### src/rtl/nv_cfg_pkg.sv
package nv_cfg_pkg;

  localparam logic [11:0] NV_STATE_OFF = 12'hB00;
  localparam logic [11:0] NV_ERR_OFF   = 12'hB01;
  localparam logic [11:0] NV_CTRL1_OFF = 12'hB02;
  localparam logic [11:0] NV_CTRL2_OFF = 12'hB03;
  localparam logic [11:0] PIN_SEL_OFF  = 12'h232;
  localparam logic [11:0] SEG_BASE_OFF = 12'hA00;
  localparam logic [11:0] SEG_LAST_OFF = 12'hA16;
  localparam logic [11:0] COMMIT_OFF   = 12'h00F;

  localparam int BUSY_BIT     = 0;
  localparam int ERR_BIT      = 0;
  localparam int WR_EN_BIT    = 0;
  localparam int SOFT_RST_BIT = 1;
  localparam int STORE_BIT    = 0;
  localparam int PIN_SEL_BIT  = 4;
  localparam int COMMIT_BIT   = 0;

  localparam int SEG_COUNT = 23;

  // Segment byte 0: bit 7 clear means count-1, set means opcode
  localparam logic [7:0] OP_COMMIT = 8'h80;
  localparam logic [7:0] OP_END    = 8'hFF;

  localparam logic WR_EN_RESET   = 1'b0;
  localparam logic PIN_SEL_RESET = 1'b0;

  // Copy 0x000..0x07F, then commit, then end
  localparam logic [SEG_COUNT*8-1:0] SEG_RESET = {{18{8'hFF}}, 8'hFF, 8'h80, 8'h00, 8'h00, 8'h7F};

  typedef struct packed {
    logic [11:0] addr;
    logic        we;
    logic [7:0]  wdata;
  } bank_req_t;

  typedef enum logic [2:0] {
    X_IDLE = 3'b000,
    X_SEG  = 3'b001,
    X_XFER = 3'b010,
    X_CAP  = 3'b011,
    X_SUM  = 3'b100
  } xfer_state_t;

endpackage

### src/rtl/nv_xfer_engine.sv
`timescale 1ns/1ps
module nv_xfer_engine #(
  parameter int NV_DEPTH = 256
) (
  input  wire logic                                core_clk,
  input  wire logic                                reset_n,
  input  wire logic                                start_store,
  input  wire logic                                start_load,
  input  wire logic [nv_cfg_pkg::SEG_COUNT*8-1:0]  seg_list,
  input  wire logic [7:0]                          bank_rdata,
  output nv_cfg_pkg::bank_req_t                    bank_req_r,
  output logic                                     busy_r,
  output logic                                     data_err_r,
  output logic                                     commit_r
);

  localparam int PW = $clog2(NV_DEPTH);

  logic [7:0]              nv_mem [NV_DEPTH];
  nv_cfg_pkg::xfer_state_t state_r;
  logic [4:0]              seg_idx_r;
  logic [6:0]              cnt_r;
  logic [11:0]             addr_r;
  logic [PW-1:0]           ptr_r;
  logic [7:0]              sum_r;
  logic                    loading_r;
  logic [7:0]              b0;
  logic [7:0]              b1;
  logic [7:0]              b2;

  function automatic logic [7:0] seg_byte(input logic [4:0] i);
    if (int'(i) < nv_cfg_pkg::SEG_COUNT) begin
      return seg_list[i*8 +: 8];
    end
    return nv_cfg_pkg::OP_END;
  endfunction

  always_comb begin
    b0 = seg_byte(seg_idx_r);
    b1 = seg_byte(seg_idx_r + 5'h01);
    b2 = seg_byte(seg_idx_r + 5'h02);
  end

  ////////////////////////////////////////////////////////////////////////////
  // Segment walker
  always_ff @(posedge core_clk) begin
    if (!reset_n) begin
      state_r   <= nv_cfg_pkg::X_IDLE;
      seg_idx_r <= 5'h00;
      cnt_r     <= 7'h00;
      addr_r    <= 12'h000;
      ptr_r     <= '0;
      sum_r     <= 8'h00;
      loading_r <= 1'b0;
    end else begin
      case (state_r)
        nv_cfg_pkg::X_IDLE: begin
          if (start_store || start_load) begin
            state_r   <= nv_cfg_pkg::X_SEG;
            loading_r <= start_load;
            seg_idx_r <= 5'h00;
            ptr_r     <= '0;
            sum_r     <= 8'h00;
          end
        end
        nv_cfg_pkg::X_SEG: begin
          if (b0 == nv_cfg_pkg::OP_COMMIT) begin
            seg_idx_r <= seg_idx_r + 5'h01;
          end else if (b0[7]) begin
            state_r <= nv_cfg_pkg::X_SUM;
          end else begin
            cnt_r     <= b0[6:0];
            addr_r    <= {b1[3:0], b2};
            seg_idx_r <= seg_idx_r + 5'h03;
            state_r   <= nv_cfg_pkg::X_XFER;
          end
        end
        nv_cfg_pkg::X_XFER, nv_cfg_pkg::X_CAP: begin
          if (state_r == nv_cfg_pkg::X_XFER && !loading_r) begin
            state_r <= nv_cfg_pkg::X_CAP;
          end else begin
            ptr_r  <= ptr_r + 1'b1;
            sum_r  <= sum_r ^ (loading_r ? nv_mem[ptr_r] : bank_rdata);
            addr_r <= addr_r + 12'h001;
            cnt_r  <= cnt_r - 7'h01;
            state_r <= (cnt_r == 7'h00) ? nv_cfg_pkg::X_SEG : nv_cfg_pkg::X_XFER;
          end
        end
        nv_cfg_pkg::X_SUM: state_r <= nv_cfg_pkg::X_IDLE;
        default:           state_r <= nv_cfg_pkg::X_IDLE;
      endcase
    end
  end

  // Image is data bytes in list order, then one XOR check byte
  always_ff @(posedge core_clk) begin
    if (state_r == nv_cfg_pkg::X_CAP) begin
      nv_mem[ptr_r] <= bank_rdata;
    end else if (state_r == nv_cfg_pkg::X_SUM && !loading_r) begin
      nv_mem[ptr_r] <= sum_r;
    end
  end

  always_ff @(posedge core_clk) begin
    if (!reset_n) begin
      bank_req_r <= '0;
    end else begin
      bank_req_r.we <= 1'b0;
      if (state_r == nv_cfg_pkg::X_XFER) begin
        bank_req_r.addr  <= addr_r;
        bank_req_r.we    <= loading_r;
        bank_req_r.wdata <= nv_mem[ptr_r];
      end
    end
  end

  always_ff @(posedge core_clk) begin
    if (!reset_n) begin
      busy_r     <= 1'b0;
      data_err_r <= 1'b0;
      commit_r   <= 1'b0;
    end else begin
      busy_r   <= (state_r == nv_cfg_pkg::X_IDLE) ? (start_store | start_load)
                                                  : (state_r != nv_cfg_pkg::X_SUM);
      commit_r <= loading_r && state_r == nv_cfg_pkg::X_SEG && b0 == nv_cfg_pkg::OP_COMMIT;
      if (state_r == nv_cfg_pkg::X_SUM && loading_r) begin
        data_err_r <= (nv_mem[ptr_r] != sum_r);
      end
    end
  end
endmodule // nv_xfer_engine

### src/rtl/nv_config_transfer_control.sv
`timescale 1ns/1ps
// What this block does
// - Bit 0 of the transfer state register reads 1 while a store or reload is unfinished and 0 once done.
// - With bit 4 of the status-pin select register set, the busy indication also drives the first status pin.
// - Bit 0 of the error readback register shows 1 after a reload whose data failed its check, else 0.
// - With the boot-select pin low, writing 1 to bit 1 of control one soft-resets and reloads stored settings.
// - Bit 0 of control one gates stores: 0 after reset protects the store, 1 permits stores.
// - Writing 1 to bit 0 of control two starts a store of the buffer bank, and the bit clears itself.
// - The engine walks the 23 segment registers for start addresses, counts, commit and end opcodes.
// - Writing 1 to the commit bit pulses the commit to active registers on the next edge and reads back 0.
module nv_config_transfer_control #(
  parameter int NV_DEPTH = 256
) (
  input  wire logic               core_clk,
  input  wire logic               reset_n,
  input  wire logic [11:0]        reg_addr,
  input  wire logic               reg_wr,
  input  wire logic               reg_rd,
  input  wire logic [7:0]         reg_wdata,
  output logic      [7:0]         reg_rdata_r,
  input  wire logic               boot_sel_pin,
  input  wire logic [7:0]         bank_rdata,
  output nv_cfg_pkg::bank_req_t   bank_req_r,
  output logic                    first_status_out_pin,
  output logic                    soft_reset_r,
  output logic                    commit_pulse_r
);

  logic                                wr_en_r;
  logic                                pin_sel_r;
  logic [nv_cfg_pkg::SEG_COUNT*8-1:0]  seg_r;
  logic                                busy;
  logic                                data_err;
  logic                                eng_commit;
  logic                                store_req;
  logic                                load_req;
  logic                                commit_req;
  logic                                in_seg;
  logic [11:0]                         seg_off;

  ////////////////////////////////////////////////////////////////////////////
  // Write decode
  always_comb begin
    seg_off    = reg_addr - nv_cfg_pkg::SEG_BASE_OFF;
    in_seg     = reg_addr >= nv_cfg_pkg::SEG_BASE_OFF && reg_addr <= nv_cfg_pkg::SEG_LAST_OFF;
    // Store only when unprotected; idle check keeps one walk at a time
    store_req  = reg_wr && reg_addr == nv_cfg_pkg::NV_CTRL2_OFF && reg_wdata[nv_cfg_pkg::STORE_BIT]
                 && wr_en_r && !busy;
    load_req   = reg_wr && reg_addr == nv_cfg_pkg::NV_CTRL1_OFF && reg_wdata[nv_cfg_pkg::SOFT_RST_BIT]
                 && !boot_sel_pin && !busy;
    commit_req = reg_wr && reg_addr == nv_cfg_pkg::COMMIT_OFF && reg_wdata[nv_cfg_pkg::COMMIT_BIT];
  end

  always_ff @(posedge core_clk) begin
    if (!reset_n) begin
      wr_en_r   <= nv_cfg_pkg::WR_EN_RESET;
      pin_sel_r <= nv_cfg_pkg::PIN_SEL_RESET;
      seg_r     <= nv_cfg_pkg::SEG_RESET;
    end else if (reg_wr) begin
      if (reg_addr == nv_cfg_pkg::NV_CTRL1_OFF) begin
        wr_en_r <= reg_wdata[nv_cfg_pkg::WR_EN_BIT];
      end
      if (reg_addr == nv_cfg_pkg::PIN_SEL_OFF) begin
        pin_sel_r <= reg_wdata[nv_cfg_pkg::PIN_SEL_BIT];
      end
      // List may be edited mid-walk; software should wait for idle
      if (in_seg) begin
        seg_r[seg_off[4:0]*8 +: 8] <= reg_wdata;
      end
    end
  end

  ////////////////////////////////////////////////////////////////////////////
  // Readback; self-clearing bits always read 0
  always_ff @(posedge core_clk) begin
    if (!reset_n) begin
      reg_rdata_r <= 8'h00;
    end else if (reg_rd) begin
      reg_rdata_r <= 8'h00;
      case (reg_addr)
        nv_cfg_pkg::NV_STATE_OFF: reg_rdata_r[nv_cfg_pkg::BUSY_BIT]   <= busy;
        nv_cfg_pkg::NV_ERR_OFF:   reg_rdata_r[nv_cfg_pkg::ERR_BIT]    <= data_err;
        nv_cfg_pkg::NV_CTRL1_OFF: reg_rdata_r[nv_cfg_pkg::WR_EN_BIT]  <= wr_en_r;
        nv_cfg_pkg::PIN_SEL_OFF:  reg_rdata_r[nv_cfg_pkg::PIN_SEL_BIT] <= pin_sel_r;
        default: begin
          if (in_seg) begin
            reg_rdata_r <= seg_r[seg_off[4:0]*8 +: 8];
          end
        end
      endcase
    end
  end

  ////////////////////////////////////////////////////////////////////////////
  // Pins and pulses
  always_ff @(posedge core_clk) begin
    if (!reset_n) begin
      first_status_out_pin <= 1'b0;
      soft_reset_r         <= 1'b0;
      commit_pulse_r       <= 1'b0;
    end else begin
      first_status_out_pin <= pin_sel_r & busy;
      soft_reset_r         <= load_req;
      commit_pulse_r       <= commit_req | eng_commit;
    end
  end

  nv_xfer_engine #(
    .NV_DEPTH (NV_DEPTH)
  ) u_engine (
    .core_clk    (core_clk),
    .reset_n     (reset_n),
    .start_store (store_req),
    .start_load  (load_req),
    .seg_list    (seg_r),
    .bank_rdata  (bank_rdata),
    .bank_req_r  (bank_req_r),
    .busy_r      (busy),
    .data_err_r  (data_err),
    .commit_r    (eng_commit)
  );
endmodule // nv_config_transfer_control

### config.mk
export PLATFORM = sky130hd
export DESIGN_NAME = nv_config_transfer_control
export DESIGN_NICKNAME = d
export VERILOG_FILES = /design/src/rtl/nv_cfg_pkg.sv /design/src/rtl/nv_xfer_engine.sv /design/src/rtl/nv_config_transfer_control.sv
export SDC_FILE = /design/constraint.sdc
export NUM_CORES = 2
export LEC_CHECK = 0
export ABC_AREA = 0
export ABC_CLOCK_PERIOD_IN_PS = 17700
export BUFFER_PORTS_ARGS = -buffer_cell sky130_fd_sc_hd__buf_2
export CORE_ASPECT_RATIO = 1.25
export CORE_MARGIN = 2
export CORE_UTILIZATION = 45
export DETAILED_ROUTE_END_ITERATION = 6
export PLACE_DENSITY = 0.64
export SLEW_MARGIN = 20
export SYNTH_ARGS = -nofsm -noshare
export SYNTH_HDL_FRONTEND = slang
export SYNTH_SLANG_ARGS = --single-unit
### constraint.sdc
create_clock -name core_clk -period 17.7 [get_ports core_clk]
set_input_delay 0.885 -clock core_clk [delete_from_list [all_inputs] [get_ports core_clk]]
set_output_delay 0.885 -clock core_clk [all_outputs]
set_load 0.1 [all_outputs]
# --- Word-level counts from Yosys, hierarchy flattened ---
# Memory sizes are Yosys's and may differ from the RTL's. A register that Yosys moved wholly into a read port is not among the register bits.
# Index checks and enable logic that the tools add are counted.
op_classes:
  n_eq_ne: 18
  mux: 48
  magnitude_cmp: 5
  bitwise: 5
  shift: 6
  n_reduce_logical: 37
  addsub: 8
op_table:
  columns: ["op", "count"]
  rows:
  - ["$shiftx 184x9->8", 3]
  - ["$bwmux 184", 1]
  - ["$shift 8x34->184 const A", 1]
  - ["$shiftx 184x9->4", 1]
  - ["$shiftx 8x34->184", 1]
  - ["$mux 8", 12]
  - ["$eq 12x12->1 const B", 4]
  - ["$mux 12", 3]
  - ["$neg 8->34", 1]
  - ["$pmux 8 s2", 2]
  - ["$pmux 12 s2", 1]
  - ["$mux 7", 3]
  - ["$mux 3", 6]
  - ["$logic_and 1x1->1", 16]
  - ["$lt 5x5->1 const B", 3]
  - ["$mux 5", 3]
  - ["$pmux 7 s2", 1]
  - ["$add 12x1->12 const B", 1]
  - ["$eq 12x10->1 const B", 1]
  - ["$eq 12x4->1 const B", 1]
  - ["$ge 12x12->1 const B", 1]
  - ["$le 12x12->1 const B", 1]
  - ["$reduce_and 2->1", 6]
  - ["$add 5x2->5 const B", 2]
  - ["other kinds (32)", 52]
totals:
  register_bits: 265
  inputBits: 33
  wordCells: 148
  ramBits: 2048
  out_inout_bits: 32
  n_memories: 1
memory_table:
  columns: ["memory", "words", "word_bits", "read_ports", "rd_ports_with_merged_regs", "write_ports", "line_no", "text"]
  rows:
  - ["u_engine.nv_mem", 256, 8, 1, 1, 1, "nv_xfer_engine.sv:19", "logic [7:0] nv_mem [NV_DEPTH];"]

# --- Longest topological paths before layout ---
logic_depth:
  depth_word: 10
  ltp_mapped: 19
  ltp_nobuf: 11

# --- Cells and area by module ---
# Synthesis repeated with hierarchy kept, for this count alone.
hier_totals:
  cells_unflattened: 5592
  hier_area_um2: 97330.8
modules_own_cells:
  columns: ["module", "seq_area_each_um2", "area_each_um2", "cells_per_inst", "instances"]
  rows:
  - ["nv_xfer_engine", 63020.4, 87572.7, 4564, 1]
  - ["nv_config_transfer_control", 3943.8, 9758.1, 1028, 1]

# --- Worst setup path before layout ---
# Ideal clock, no wire load.
synth_path:
  path_type: "flip-flop to flip-flop"
  from: "reg u_engine.state_r[1]"
  to: "mem u_engine.nv_mem[0][0], data pin"
  synth_period_minus_slack_ps: 13125
  t_arrival_ps: 10934
  required_ps: 15510
  n_path_buf: 2
  path_stages_with_launch: 7
  setup_slack_ps: 4575
  cell_sequence: "dfxtp_1 clkbuf_1 nor2_1 nand2_1 nor2_1 buf_1 o21ai_0"
synth_between:
  elab_chain_cells: 6
synth_lines:
  columns: ["item", "line_no", "text"]
  rows:
  - ["start: declaration", "nv_xfer_engine.sv:20", "nv_cfg_pkg::xfer_state_t state_r;"]
  - ["start signal: assignment", "nv_xfer_engine.sv:48", "state_r <= nv_cfg_pkg::X_IDLE;"]
  - ["start signal: assignment", "nv_xfer_engine.sv:59", "state_r <= nv_cfg_pkg::X_SEG;"]
  - ["start signal: assignment", "nv_xfer_engine.sv:70", "state_r <= nv_cfg_pkg::X_SUM;"]
  - ["$eq 3x3->1", "nv_xfer_engine.sv:99", "end else if (state_r == nv_cfg_pkg::X_SUM && !loading_r) begin"]
  - ["$logic_and 1x1->1", "nv_xfer_engine.sv:99", null]
  - ["$mux 1", "nv_xfer_engine.sv:99", null]
  - ["$mux 1 (*)", "nv_xfer_engine.sv:97", "if (state_r == nv_cfg_pkg::X_CAP) begin"]
  - ["$mux 1 (implied by the code) (*)", "nv_xfer_engine.sv:100", "nv_mem[ptr_r] <= sum_r;"]
  - ["$mux 8 (no source line) (*)", null, null]
  - ["end: declaration", "nv_xfer_engine.sv:19", null]
# Every way passes the cells marked *; elsewhere a longest branch is shown, timed or not.

==> summary.md <==
| Metric | Value |
|---|---|
| Tcrit/Tclk final | 35.0% |
| Bufs on Longest Clock Path | 3 |
| Worst setup SP type | register |
| Nets | about 5600 |
| Cell row count | ~190 |
| Clock latency on the worst-skew pair | just under 0.9 ns |
| Synth Register Bits | around 2300 |
| Final ANT Viol Nets | 0 |
| DRT iter0 DRCs | slightly below 8000 |
| First-pass GRT wire length | 414000 um |
| Chip height | approximately 520 um |
| Layout area overhead | 10.3% |
| Leak pwr | ~0.033 uW |
| Drt pass-1 iters | 6 |
| Vias per cell | around 6.5 |
| Syn avg cell area | roughly 17 um2 |
| Status | finished clean |
| Num CTS Buffers | 213 |
| Reg clk slew, reported paths | about 0.060 ns |
| Post-synth EDFFs | between 2000 and 2500 |
| Syn nets | around 5600 |
| Wire length per cell | 34.4 um |
| Fin util | around 50% |
| Post-route setup TNS | 0 ns |
| Initial Utilization | 45.3% |
| Minimum clock period | just over 6 ns |
| Core area | roughly 0.21 mm2 |
| Final Hold Viols | 0 |
| Gpl congestion | roughly 0.92 |
| Pwr Total | about 11000 uW |
| Gate Count Post-Synth | 5561 |
| CTS tree | yes |
| Power Density | roughly 100 mW/mm2 |
| Die Wd | 418 um |
| Worst Path Class, Setup | register to register |
| Arrival time worst endpoint | roughly 7 ns |
| Worst slew margin | between 15 and 20% |
| Layout cells sized above 1 | a little over a fifth |
| Async SR Flop Fraction | 0% |
| Drc violations | 0 |
| Fill count | between 15000 and 20000 |
| Vias | 55707 |
| Area share of the largest cell type after synthesis | 63.9% |
| Hold WS | 0.328 ns |
| CTS sink cnt | around 2300 |
| Clock root buffer | clkbuf_16 |
| HP Class | input pin to register |
| Final Max Slew Viols | 0 |
| Max IR drop VDD | roughly 0.000081 V |
| Dominant synthesized flop cell | edfxtp_1 |
| Crit-path max FO | 47 |
| Setup violators final | 0 |
| YS warnings | 0 |
| Post-cts sizing count | 0 |
| Gr usage total | a little over a quarter |
| Post-CTS Setup Bufs | 0 |
| GRT overflow | 0 |
| Hold buffers post-CTS | 0 |
| Vias in the first global route | between 50000 and 60000 |
| Worst-case clock skew | roughly 0.050 ns |
| Port bufs | 64 |
| Synth area leaders | edfxtp_1, mux4_2, dfxtp_1, mux2i_1, nand2_1 |
| Highest Clock Rate | between 0.15 and 0.2 GHz |
| Sequential area share after synthesis | 69.6% |
| Final wirelength | roughly 290000 um |
| Io pins | between 60 and 70 |
| Post-synth top area cell | edfxtp_1 |
| H-tree Lvls | 4 |
| Synth unique cells | 87 |
| Cell with the most instances after synthesis | edfxtp_1 |
| Mapped Area | 0.0963 mm2 |
| Largest net degree at the start of global routing | 160 |
| Max Cap Viol | 0 |
| RSZ-0062 raised after global routing | false |
| CP endpoint kind | register |
| WP data required | between 15 and 20 ns |
| Worst Max-Slew Pin Slew | around 1.3 ns |
| Initial antenna violation count | 11 |
| Post-DP HPWL | 188000 um |
| Top cells by count, synth | edfxtp_1, mux4_2, nand2_1 |
| Die area | roughly 0.22 mm2 |
==> layout by cell type, fill, tap and decap left out, types with 12 or more instances in the layout <==
cell          n
edfxtp_1   2048
a21oi_1     156
ha_1         15
nor2_1      410
o311ai_0     62
or3_1        12
nor2b_1      47
clkinv_2     40
buf_2        63
buf_4       102
nor2_2       12
clkinv_1     41
a31oi_1      18
mux4_2      623
a211oi_1     35
o211ai_1     70
nand4_1      18
a22oi_1      71
nand2b_1     29
nand3_1      56
xor2_1       12
nor3_1       64
bufinv_16    22
inv_1        20
dfxtp_1     265
clkbuf_1     50
and2_1       17
nor4_1       24
clkbuf_16   215
nand2_1     481
o22ai_1      56
mux2_2       50
o21ai_0     119
mux2i_1     183
==> power breakdown <==
group	total, uW	internal, uW	switching [uW]
Clock	4650	2590	2070
Sequential	5950	5950	0.184
Combinational	167	23.8	143
==> final cells by class <==
class,instances,area [um2],area share (%)
clock buffer,272,5660,5.33
multi-input combinational,2843,27400,25.8
timing repair buffer,178,1300,1.23
clock inverter,123,1300,1.22
antenna,4,10.0,0.00943
sequential,2321,67000,63.1
tap,2769,3460,3.26
inverter,26,97.6,0.0919
==> flip-flops by register name (all words and copies together) (netlist names), named ones only <==
signal and count:
first_status_out_pin 1, commit_pulse_r 1, u_engine.addr_r 12, u_engine.data_err_r 1, u_engine.seg_idx_r 5, u_engine.state_r 3, wr_en_r 1, u_engine.ptr_r 8
soft_reset_r 1, u_engine.cnt_r 7, reg_rdata_r 8, u_engine.commit_r 1, u_engine.sum_r 8, u_engine.loading_r 1, u_engine.nv_mem 2048, u_engine.busy_r 1
pin_sel_r 1, seg_r 184, u_engine.bank_req_r 21
==> critical path, stage by stage, from the launching register on <==
cell,delay [ns]
dfxtp_4,0.80
buf_4,0.83
buf_4,0.59
buf_4,0.68
mux4_2,0.59
a22oi_1,0.43
nand4_1,0.24
a2111oi_0,0.66
a41o_1,0.35
a311oi_2,0.11
xor2_1,0.20
nor4_2,0.32
a31oi_1,0.12
==> final timing paths <==
check | from | to | slack (ns) | cells past startpoint
worst min register to register | u_engine.commit_r | commit_pulse_r | 0.45 | 1
worst max register to register | register | u_engine.data_err_r | 11.50 | 12
worst min-delay path | reg_wdata[2] | seg_r[2] | 0.33 | 3
worst max-delay path | register | u_engine.data_err_r | 11.50 | 12
==> metrics by stage <==
stage	cells	instance area, um2	setup WS (ns)
floorplan	5561	96300	4.58
global placement	8134	99100	11.28
detailed placement	8135	99100	11.16
CTS	8530	106000	11.15
global route	8534	106000	11.06
finish	8536	106000	11.50
==> cell families (layout without fill, tap and decap cells) <==
| group | count (synthesis) | count (layout) | share of synthesized area [%] |
|---|---|---|---|
| muxes | 867 | 867 | 17.3 |
| DFF | 2321 | 2321 | 69.6 |
| xor gates and xnor gates | 25 | 25 | 0.227 |
| AOI/OAI and AO/OA | 696 | 696 | 4.88 |
| and+or+nand+nor | 1240 | 1240 | 5.66 |
| other | 0 | 4 | 0 |
| adders and majority gates | 15 | 15 | 0.195 |
| buffers and inverters | 397 | 599 | 2.22 |
==> layer usage <==
| layer | vias up | global-route usage (%) | routed length (um) | share of wire, % |
|---|---|---|---|---|
| met4 | 4 | 15.0 | 19400 | 6.6 |
| met1 | 29061 | 34.7 | 107000 | 36 |
| li1 | 22423 | - | - | - |
| met2 | 3469 | 42.5 | 139000 | 47 |
| met5 | - | 0 | 27 | 0.0092 |
| met3 | 750 | 5.11 | 27700 | 9.4 |
No activity file was read; power rests on OpenSTA's default activity.
